$ cat config.mk
export PLATFORM = sky130hd
export DESIGN_NAME = rch_device_flat
export DESIGN_NICKNAME = d
export VERILOG_FILES = /design/src/rtl/rch_pkg.sv /design/src/rtl/rch_if.sv /design/src/rtl/rch_device.sv /design/src/flat_wrapper.sv
export SDC_FILE = /design/constraint.sdc
export NUM_CORES = 1
export LEC_CHECK = 0
export BUFFER_PORTS_ARGS = -buffer_cell sky130_fd_sc_hd__buf_2
export CELL_PAD_IN_SITES_DETAIL_PLACEMENT = 1
export CELL_PAD_IN_SITES_GLOBAL_PLACEMENT = 1
export CORE_MARGIN = 2
export CORE_UTILIZATION = 48
export CTS_BUF_LIST = sky130_fd_sc_hd__clkbuf_16
export CTS_CLUSTER_SIZE = 24
export DETAILED_ROUTE_END_ITERATION = 8
export PLACE_DENSITY_LB_ADDON = 0.12
export SLEW_MARGIN = 20
export SYNTH_ARGS = -nofsm -noshare
export SYNTH_HDL_FRONTEND = slang
export SYNTH_SLANG_ARGS = --single-unit
$ cat constraint.sdc
create_clock -name clk_sys -period 2.6 [get_ports clk_sys]
set_clock_uncertainty 0.15 [all_clocks]
set_input_delay 0.65 -clock clk_sys [delete_from_list [all_inputs] [get_ports clk_sys]]
set_output_delay 0.65 -clock clk_sys [all_outputs]
set_load 0.005 [all_outputs]
$ cat src/rtl/rch_pkg.sv
// constants and types shared by both ends of the remote command link
// assumes one 200 MHz clock per end and active-low command pins idling high
package rch_pkg;

   // ---------------------------------------------------------------
   // clock and millisecond timebase
   // ---------------------------------------------------------------
   localparam int unsigned CLK_PERIOD_NS = 5;
   localparam int unsigned NS_PER_MS     = 1000000;
   localparam int unsigned CYCLES_PER_MS = NS_PER_MS / CLK_PERIOD_NS;
   localparam int unsigned DIV_W         = 18;

   // ---------------------------------------------------------------
   // link timing, in milliseconds
   // ---------------------------------------------------------------
   localparam int unsigned CMD_MIN_MS          = 50;
   localparam int unsigned ARM_MS              = 1;
   localparam int unsigned SEL_TO_CMD_MS       = 1;
   localparam int unsigned BUSY_MAX_MULTI_MS   = 100;
   localparam int unsigned BUSY_TO_CLR_MULT_MS = 5;
   localparam int unsigned CLEAR_TO_RESULT_MS  = 50;
   localparam int unsigned BUSY_TO_SEL_MS      = 10;
   localparam int unsigned ADV_TO_CMD_MS       = 1;
   localparam int unsigned BUSY_MAX_AREA_MS    = 8000;
   localparam int unsigned BUSY_MAX_SAME_MS    = 50;
   localparam int unsigned BUSY_TO_CLR_SNGL_MS = 1;
   localparam int unsigned BUSY_TO_ADV_MS      = 1;

   // device side: accept after 49 ticks so clear and busy beat 50 ms
   localparam logic [5:0]  ACCEPT_TICKS   = 6'(CMD_MIN_MS - 1);
   localparam logic [1:0]  ARM_TICKS      = 2'(ARM_MS + 1);
   localparam int unsigned AREA_LOAD_MS   = 1000;
   localparam logic [12:0] AREA_LOAD_TICKS = 13'(AREA_LOAD_MS);
   localparam logic [1:0]  AREA_LAST      = 2'h2;

   // host side: a least time of n ms needs n+1 ticks of a free timebase
   localparam logic [7:0]  HOLD_TICKS     = 8'(CMD_MIN_MS + 1);
   localparam logic [7:0]  H_ARM_TICKS    = 8'(ARM_MS + 1);
   localparam logic [7:0]  H_SEL_TICKS    = 8'(SEL_TO_CMD_MS + 1);
   localparam logic [7:0]  H_ADV_TICKS    = 8'(ADV_TO_CMD_MS + 1);
   localparam logic [7:0]  H_CLRM_TICKS   = 8'(BUSY_TO_CLR_MULT_MS + 1);
   localparam logic [7:0]  H_CLRS_TICKS   = 8'(BUSY_TO_CLR_SNGL_MS + 1);
   localparam logic [7:0]  H_BSEL_TICKS   = 8'(BUSY_TO_SEL_MS + 1);
   localparam logic [7:0]  H_BADV_TICKS   = 8'(BUSY_TO_ADV_MS + 1);
   localparam logic [7:0]  CNT_SAT        = 8'hff;

   // ---------------------------------------------------------------
   // pin groups and reset values
   // ---------------------------------------------------------------
   // bit order: verify, start, enter, clear, advance, select 0..2
   localparam logic [7:0]  PIN_IDLE       = 8'hff;
   localparam logic [3:0]  HOST_IN_RST    = 4'h0;

   typedef enum logic [2:0] {
      RCH_VERIFY  = 3'h0,
      RCH_START   = 3'h1,
      RCH_ENTER   = 3'h2,
      RCH_CLEAR   = 3'h3,
      RCH_ADVANCE = 3'h4,
      RCH_SELECT  = 3'h5
   } rch_cmd_t;

   typedef enum logic [3:0] {
      DS_IDLE   = 4'b0001,
      DS_LOAD   = 4'b0010,
      DS_RUN    = 4'b0100,
      DS_RESULT = 4'b1000
   } rch_dev_state_t;

   typedef enum logic [2:0] {
      HS_IDLE  = 3'b001,
      HS_GUARD = 3'b010,
      HS_PULSE = 3'b100
   } rch_host_state_t;

endpackage

$ cat src/rtl/rch_if.sv
// wires of the remote command link between controller and device
// assumes both ends sit on their own copy of a 200 MHz clock
interface rch_if;
   logic link_ready_out;
   logic verify_cmd_in;
   logic startCmdN;
   logic enterCmdN;
   logic clearCmdN;
   logic advanceCmdN;
   logic area_select_in_0;
   logic area_select_in_1;
   logic area_select_in_2;
   logic busyOut;
   logic passOut;
   logic errorOut;

   modport devEnd (
      output link_ready_out, busyOut, passOut, errorOut,
      input  verify_cmd_in, startCmdN, enterCmdN, clearCmdN, advanceCmdN,
      input  area_select_in_0, area_select_in_1, area_select_in_2
   );

   modport hostEnd (
      input  link_ready_out, busyOut, passOut, errorOut,
      output verify_cmd_in, startCmdN, enterCmdN, clearCmdN, advanceCmdN,
      output area_select_in_0, area_select_in_1, area_select_in_2
   );
endinterface

$ cat src/rtl/rch_device.sv
// device end of the remote command link: pulse filters and sequencer
// assumes the command pins are asynchronous and the user side is on clk_sys
//
// Summary of operation
// - controller holds each command low 50 ms
// - commands ignored until 1 ms after ready
// - multi-area: 1 ms from select to op
// - multi-area: busy within 100 ms of op
// - multi-area: clear 5 ms after busy falls
// - result lines drop within 50 ms of clear
// - multi-area: select 10 ms after busy falls
// - single-step: 1 ms from advance to op
// - single-step: busy within 8000 ms after area change
// - single-step: busy within 50 ms otherwise
// - single-step: clear 1 ms after busy falls
// - single-step: advance 1 ms after busy falls
module rch_device #(
   parameter int unsigned CYCLES_PER_MS = rch_pkg::CYCLES_PER_MS
) (
   input  wire logic        clk_sys,
   input  wire logic        rst,
   rch_if.devEnd            lnk,
   input  wire logic        linkEnable,
   input  wire logic        modeSingleStep,
   input  wire logic        opDone,
   input  wire logic        opPass,
   output logic             opStart,
   output rch_pkg::rch_cmd_t opKind,
   output logic [1:0]       opArea,
   output logic             linkArmed
);
   import rch_pkg::*;

   // ---------------------------------------------------------------
   // millisecond timebase
   // ---------------------------------------------------------------
   logic [DIV_W-1:0] divCnt_reg;
   logic             msTick_reg;

   // one-cycle tick every millisecond
   always_ff @(posedge clk_sys) begin
      if (rst || divCnt_reg == DIV_W'(CYCLES_PER_MS - 1)) begin
         divCnt_reg <= '0;
      end else begin
         divCnt_reg <= divCnt_reg + 1'b1;
      end
      msTick_reg <= !rst && divCnt_reg == DIV_W'(CYCLES_PER_MS - 1);
   end

   // ---------------------------------------------------------------
   // pin synchronisers
   // ---------------------------------------------------------------
   logic [7:0] pinN;
   logic [7:0] syncA_reg;
   logic [7:0] syncB_reg;
   logic [7:0] syncC_reg;
   logic [7:0] level_reg;
   logic [7:0] level_next;
   logic [5:0] lowCh;

   assign pinN = {lnk.area_select_in_2, lnk.area_select_in_1, lnk.area_select_in_0,
                  lnk.advanceCmdN, lnk.clearCmdN, lnk.enterCmdN, lnk.startCmdN,
                  lnk.verify_cmd_in};
   // a level moves only once stages two and three agree
   assign level_next = (syncB_reg & syncC_reg) | (level_reg & (syncB_reg ^ syncC_reg));
   // channel 5 is any area-select line held low
   assign lowCh = {~&level_reg[7:5], ~level_reg[4:0]};

   // three flops per pin, then the agreed level
   always_ff @(posedge clk_sys) begin
      if (rst) begin
         syncA_reg <= PIN_IDLE;
         syncB_reg <= PIN_IDLE;
         syncC_reg <= PIN_IDLE;
         level_reg <= PIN_IDLE;
      end else begin
         syncA_reg <= pinN;
         syncB_reg <= syncA_reg;
         syncC_reg <= syncB_reg;
         level_reg <= level_next;
      end
   end

   // ---------------------------------------------------------------
   // link arming
   // ---------------------------------------------------------------
   logic       linkReady_reg;
   logic [1:0] armCnt_reg;
   logic       armed;

   // two ticks after the rise guarantee a full millisecond has passed
   assign armed = armCnt_reg == ARM_TICKS;

   always_ff @(posedge clk_sys) begin
      if (rst) begin
         linkReady_reg <= 1'b0;
         armCnt_reg    <= '0;
         linkArmed     <= 1'b0;
      end else begin
         linkReady_reg <= linkEnable;
         linkArmed     <= armed;
         if (!linkReady_reg) begin
            armCnt_reg <= '0;
         end else if (msTick_reg && !armed) begin
            armCnt_reg <= armCnt_reg + 1'b1;
         end
      end
   end

   // ---------------------------------------------------------------
   // low-width filters
   // ---------------------------------------------------------------
   logic [5:0] widthCnt_reg [6];
   logic [5:0] fire;

   // a pulse fires once, on the tick that completes the accepted width;
   // 49 ticks of a free-running timebase never exceed 49 ms plus sync delay
   always_ff @(posedge clk_sys) begin
      for (int i = 0; i < 6; i++) begin
         if (rst || !armed || !lowCh[i]) begin
            widthCnt_reg[i] <= '0;
         end else if (msTick_reg && widthCnt_reg[i] != ACCEPT_TICKS) begin
            widthCnt_reg[i] <= widthCnt_reg[i] + 1'b1;
         end
      end
   end

   for (genvar g = 0; g < 6; g++) begin : g_fire
      assign fire[g] = armed && lowCh[g] && msTick_reg &&
                       widthCnt_reg[g] == ACCEPT_TICKS - 6'h1;
   end

   // ---------------------------------------------------------------
   // command decode
   // ---------------------------------------------------------------
   rch_dev_state_t state_reg;
   rch_dev_state_t state_next;
   logic           accepting;
   logic           opFire;
   logic           selFire;
   logic           advFire;
   logic           clrFire;
   rch_cmd_t       fireKind;
   logic [1:0]     selArea;
   logic [1:0]     curArea_reg;
   logic           areaChanged_reg;
   logic [12:0]    loadCnt_reg;
   logic           loadDone;
   logic           busy_reg;
   logic           pass_reg;
   logic           error_reg;

   // a new command may also cut short a standing result
   assign accepting = state_reg == DS_IDLE || state_reg == DS_RESULT;
   assign opFire    = accepting && |fire[2:0];
   assign selFire   = accepting && fire[5] && !modeSingleStep;
   assign advFire   = accepting && fire[4] && modeSingleStep;
   assign clrFire   = state_reg == DS_RESULT && fire[3];
   assign fireKind  = fire[0] ? RCH_VERIFY : (fire[1] ? RCH_START : RCH_ENTER);
   // lowest low select line wins when more than one is held
   assign selArea   = !level_reg[5] ? 2'h0 : (!level_reg[6] ? 2'h1 : 2'h2);
   assign loadDone  = msTick_reg && loadCnt_reg == AREA_LOAD_TICKS - 13'h1;

   // ---------------------------------------------------------------
   // sequencer
   // ---------------------------------------------------------------
   // next state; the area reload only happens in single-step mode
   always_comb begin
      state_next = state_reg;
      case (state_reg)
         DS_IDLE, DS_RESULT: begin
            if (opFire && modeSingleStep && areaChanged_reg) begin
               state_next = DS_LOAD;
            end else if (opFire) begin
               state_next = DS_RUN;
            end else if (clrFire) begin
               state_next = DS_IDLE;
            end
         end
         DS_LOAD: begin
            if (loadDone) begin
               state_next = DS_RUN;
            end
         end
         DS_RUN: begin
            if (opDone) begin
               state_next = DS_RESULT;
            end
         end
         default: begin
            state_next = DS_IDLE;
         end
      endcase
   end

   // state, area bookkeeping and area-load timer
   always_ff @(posedge clk_sys) begin
      if (rst) begin
         state_reg       <= DS_IDLE;
         curArea_reg     <= '0;
         areaChanged_reg <= 1'b0;
         loadCnt_reg     <= '0;
      end else begin
         state_reg <= state_next;
         if (selFire) begin
            curArea_reg     <= selArea;
            areaChanged_reg <= 1'b1;
         end else if (advFire) begin
            curArea_reg     <= (curArea_reg == AREA_LAST) ? 2'h0 : curArea_reg + 2'h1;
            areaChanged_reg <= 1'b1;
         end else if (opFire) begin
            areaChanged_reg <= 1'b0;
         end
         if (state_reg != DS_LOAD) begin
            loadCnt_reg <= '0;
         end else if (msTick_reg) begin
            loadCnt_reg <= loadCnt_reg + 13'h1;
         end
      end
   end

   // ---------------------------------------------------------------
   // answer lines and user strobe
   // ---------------------------------------------------------------
   // busy follows run, result lines stand until clear or a new verify, start or enter command
   always_ff @(posedge clk_sys) begin
      if (rst) begin
         busy_reg  <= 1'b0;
         pass_reg  <= 1'b0;
         error_reg <= 1'b0;
         opStart   <= 1'b0;
         opKind    <= RCH_VERIFY;
         opArea    <= '0;
      end else begin
         busy_reg <= state_next == DS_RUN;
         opStart  <= state_reg != DS_RUN && state_next == DS_RUN;
         if (opFire) begin
            opKind <= fireKind;
            opArea <= selFire ? selArea : curArea_reg;
         end
         if (state_reg == DS_RUN && opDone) begin
            pass_reg  <= opPass;
            error_reg <= !opPass;
         end else if (clrFire || opFire) begin
            pass_reg  <= 1'b0;
            error_reg <= 1'b0;
         end
      end
   end

   assign lnk.link_ready_out = linkReady_reg;
   assign lnk.busyOut        = busy_reg;
   assign lnk.passOut        = pass_reg;
   assign lnk.errorOut       = error_reg;

endmodule

$ cat src/flat_wrapper.sv
// flat-port wrapper written by rule: the top's interface ports become plain ports
module rch_device_flat import rch_pkg::*;
#(
   parameter int unsigned CYCLES_PER_MS = rch_pkg::CYCLES_PER_MS
)
  (clk_sys, rst, linkEnable, modeSingleStep, opDone, opPass, opStart, opKind, opArea, linkArmed, lnk_link_ready_out, lnk_busyOut, lnk_passOut, lnk_errorOut, lnk_verify_cmd_in, lnk_startCmdN, lnk_enterCmdN, lnk_clearCmdN, lnk_advanceCmdN, lnk_area_select_in_0, lnk_area_select_in_1, lnk_area_select_in_2);
  rch_if lnk_i ();
  input  wire logic clk_sys;
  input  wire logic rst;
  input  wire logic linkEnable;
  input  wire logic modeSingleStep;
  input  wire logic opDone;
  input  wire logic opPass;
  output logic opStart;
  output rch_pkg::rch_cmd_t opKind;
  output logic [1:0] opArea;
  output logic linkArmed;
  output wire logic [$bits(lnk_i.link_ready_out)-1:0] lnk_link_ready_out;
  output wire logic [$bits(lnk_i.busyOut)-1:0] lnk_busyOut;
  output wire logic [$bits(lnk_i.passOut)-1:0] lnk_passOut;
  output wire logic [$bits(lnk_i.errorOut)-1:0] lnk_errorOut;
  input wire logic [$bits(lnk_i.verify_cmd_in)-1:0] lnk_verify_cmd_in;
  input wire logic [$bits(lnk_i.startCmdN)-1:0] lnk_startCmdN;
  input wire logic [$bits(lnk_i.enterCmdN)-1:0] lnk_enterCmdN;
  input wire logic [$bits(lnk_i.clearCmdN)-1:0] lnk_clearCmdN;
  input wire logic [$bits(lnk_i.advanceCmdN)-1:0] lnk_advanceCmdN;
  input wire logic [$bits(lnk_i.area_select_in_0)-1:0] lnk_area_select_in_0;
  input wire logic [$bits(lnk_i.area_select_in_1)-1:0] lnk_area_select_in_1;
  input wire logic [$bits(lnk_i.area_select_in_2)-1:0] lnk_area_select_in_2;
  assign lnk_link_ready_out = lnk_i.link_ready_out;
  assign lnk_busyOut = lnk_i.busyOut;
  assign lnk_passOut = lnk_i.passOut;
  assign lnk_errorOut = lnk_i.errorOut;
  assign lnk_i.verify_cmd_in = lnk_verify_cmd_in;
  assign lnk_i.startCmdN = lnk_startCmdN;
  assign lnk_i.enterCmdN = lnk_enterCmdN;
  assign lnk_i.clearCmdN = lnk_clearCmdN;
  assign lnk_i.advanceCmdN = lnk_advanceCmdN;
  assign lnk_i.area_select_in_0 = lnk_area_select_in_0;
  assign lnk_i.area_select_in_1 = lnk_area_select_in_1;
  assign lnk_i.area_select_in_2 = lnk_area_select_in_2;
  rch_device #(.CYCLES_PER_MS(CYCLES_PER_MS)) u_core (.clk_sys(clk_sys), .rst(rst), .lnk(lnk_i), .linkEnable(linkEnable), .modeSingleStep(modeSingleStep), .opDone(opDone), .opPass(opPass), .opStart(opStart), .opKind(opKind), .opArea(opArea), .linkArmed(linkArmed));
endmodule
==> metrics.md <==
| Metric | Value |
|---|---|
| Max Buffers Root-to-Sink | 2 |
| Max_slew headroom | 56.69% |
| RSZ-0062 raised after global routing | false |
| Worst Path Arrival | around 2.5 ns |
| Hold-fix buffers, CTS | 0 |
| Cell Rows | 38 |
| Most common cell after layout, fill and taps aside | nor2_1 |
| Clk pwr share | 53.1% |
| Vias/cell | ~5.3 |
| Hold Crit Depth | 1 |
| Prevailing post-synth register cell | dfxtp_1 |
| Total setup buffers inserted after CTS | 0 |
| Post-synth EDFFs | 36 |
| Cts bufs inserted | 17 |
| First-pass GRT wire length | ~19 mm |
| Yosys top cell by area | dfxtp_1 |
| Die area | roughly 12,000 um^2 |
| Crit Reg-Reg Startpoint | u_core.widthCnt_reg[0][2] |
| Starting Density | 49.06% |
| GRT Overall Usage | roughly 20% |
| Synthesized instance count | 530 |
| WL final | approximately 11 mm |
| Result of the run | complete, no violations |
| Critical path class | flop to flop |
| Part of the Yosys area used for sequential elements | about half |
| Max frequency | between 400 and 500 MHz |
| Die W | 109.0 um |
| Final setup fails | 0 |
| Worst hold path type | flop to flop |
| Vias post-DR | 3,775 |
| # port buffers | 23 |
| Cells after DPL | around 690 |
| Share of power burned in registers | 45.0% |
| Synth Register Bits | between 100 and 150 |
| Core Area | around 11,000 um^2 |
| Fin crit period | approximately 2.3 ns |
| Hold endpoint | u_core.syncB_reg[5] |
| Synthesized area per cell | approximately 10 um^2 |
| Mapped Nets | 573 |
| Post_cts resized | 0 |
| Initial DRC count | 164 |
| Die Ht | around 110 um |
| Area contributors post-synth | dfxtp_1 31%, edfxtp_1 20%, ha_1 6.9% |
| Post-synth cell types | 45 |
| Area fraction of the dominant cell type after synthesis | between 30% and 40% |
| Final Wtd Congestion | between 0.7 and 0.8 |
| Syn. warnings | 0 |
| Pre-CTS setup slack | around 0.35 ns |
| Slew Viols, Final | 0 |
| Initial antenna violation count | 0 |
| DRC | 0 |
| Ports | 25 |
| Max-cap violation count | 0 |
| Sw power | between 800 and 900 uW |
| Fin worst setup slack | 0.2896 ns |
| TritonCTS clock tree | done |
| Pin count of the biggest net entering global routing | 48 |
| Area grow syn2layout | 16.40% |
| Total gr overflow | 0 |
| Clk pin slew, worst setup/hold paths | 0.06 ns |
| Cell Area, Synth | between 5000 and 6000 um^2 |
| DR WL/cell | around 15 um |
| Worst endpoint required time | roughly 2.7 ns |
| Gate power share | 1.9% |
| Antenna-violating nets left | 0 |
| Internal power | ~3400 uW |
| Worst Tran Pin Value | around 0.64 ns |
| Hold Vio Cnt, Final | 0 |
| Final net count | 608 |
| FILL cells | between 1,000 and 1,500 |
| Worst vdd ir | 0.3964 mV |
| Share of cells above drive strength 1 | between 10% and 20% |
| Worst Path Max Fanout | 11 |
| Most frequent cells in the layout | 84 x nor2_1, 83 x dfxtp_1, 43 x nand2_1, 36 x edfxtp_1, 33 x xor2_1 |
| Reg2Reg Capture Point | u_core.state_reg[3] |
| FF+latch area | between 2000 and 3000 um^2 |
| Worst R2R Setup Slack | around 0.29 ns |
| Sink Count | ~120 |
| Root Buffer | clkbuf_16 |
| Drt pass-1 iters | 4 |
| Multi-input gate area | 2386 um^2 |
| Critical Path End Type | flop |
| Max FFs per register | 36 |
| H-tree levels | 4 |
| Post-DP HPWL | ~7.5 mm |
| Leakage | around 0.0023 uW |
| Non-filler cells, final | approximately 700 |
| Clk_lat worst skew | roughly 0.40 ns |
| Power Dens Cells | 701.2 nW/um^2 |
| N_diodes | 0 |
| Setup_tns | 0 ns |
| Async S/R FF share, synth | 0% |
| Hold Startpoint | u_core.syncA_reg[5] |
| R2r worst-path depth | 6 |
| Switching share of power | 20.43% |
| Vias in the first global route | 3,982 |
| Final period util | 88.86% |
| Nature of the critical path startpoint | flop |
==> cells by family after synthesis <==
family	share of synthesized area, %
mux	0.4725
other cells	0.07082
xor+xnor	8.436
fa+ha+maj	6.853
compound gates	5.695
flops	51.80
simple gates	23.53
buf+inv	3.143
==> layout make-up <==
type	instances	share of cell area, %
Timing Repair Buffer	29	2.598
Multi-Input combinational cell	371	38.71
Clock buffer	20	8.120
Inverter	27	1.644
Clock inverter	12	1.583
Tap cell	140	2.842
Sequential cell	119	44.50
==> per-stage QoR <==
stage / util (%) / total power, uW / hold slack, ns / instance area (um^2)
6_report: 57.11 / 4322 / 0.2587 / 6163
5_1_grt: 57.11 / 4448 / 0.2677 / 6163
4_1_cts: 57.11 / 4355 / 0.2583 / 6163
3_5_place_dp: 51.57 / 2065 / 0.2474 / 5565
3_3_place_gp: 51.57 / 2060 / 0.2407 / 5565
2_1_floorplan: - / 2037 / 0.2395 / 5295
==> worst max-delay path, stage by stage, from the launching register on <==
cell and delay, ns:
edfxtp_1 0.45, nor4bb_1 0.48, nand4b_1 0.29, a31oi_1 0.31, buf_4 0.24, o21ai_0 0.10, and2_1 0.16
==> synthesized netlist by cell type, drive strengths merged, types with 2 or more instances <==
cell type	count
nor2	84
ha	29
o21a	3
nor4	5
nor3	5
a21oi	9
buf	4
nand2b	4
nor4b	4
dfxtp	83
nand2	43
xnor2	18
nor2b	5
nand4b	7
o32a	2
o21ai	8
xor2	33
a211oi	5
nor4bb	7
or2	24
clkbuf	9
and2	2
a211o	8
nand4	10
a31oi	2
edfxtp	36
or3	7
nand3	31
and3	4
inv	27
or3b	2
==> power by group through the flow <==
stage / logic [uW] / registers (uW) / clock network [uW]
2_1_floorplan: 59.7 / 1980 / 0
3_3_place_gp: 77.3 / 1980 / 0
3_5_place_dp: 81.5 / 1980 / 0
4_1_cts: 83.4 / 1950 / 2330
5_1_grt: 93.2 / 1950 / 2410
6_report: 81.6 / 1940 / 2300
==> worst max path at each step <==
stage                                      to  cells after the start                       from
after CTS                    u_core.opArea[1]                      5        u_core.state_reg[0]
final                     u_core.state_reg[3]                      6  u_core.widthCnt_reg[0][2]
after floorplan              u_core.opArea[1]                      7        u_core.state_reg[0]
after detailed placement     u_core.opArea[1]                      5        u_core.state_reg[0]
after global routing         u_core.opArea[0]                      6  u_core.widthCnt_reg[0][8]
after global placement       u_core.opArea[1]                      5  u_core.widthCnt_reg[2][8]
==> per-layer routing <==
metal	global-route usage, %	routed length [um]	vias up
li1	-	-	1883
met1	24.50	5141	1833
met2	34.43	5401	44
met3	5.380	285	15
met4	6.685	147	0
met5	0	0	-
Power figures use the tool's default switching activity.
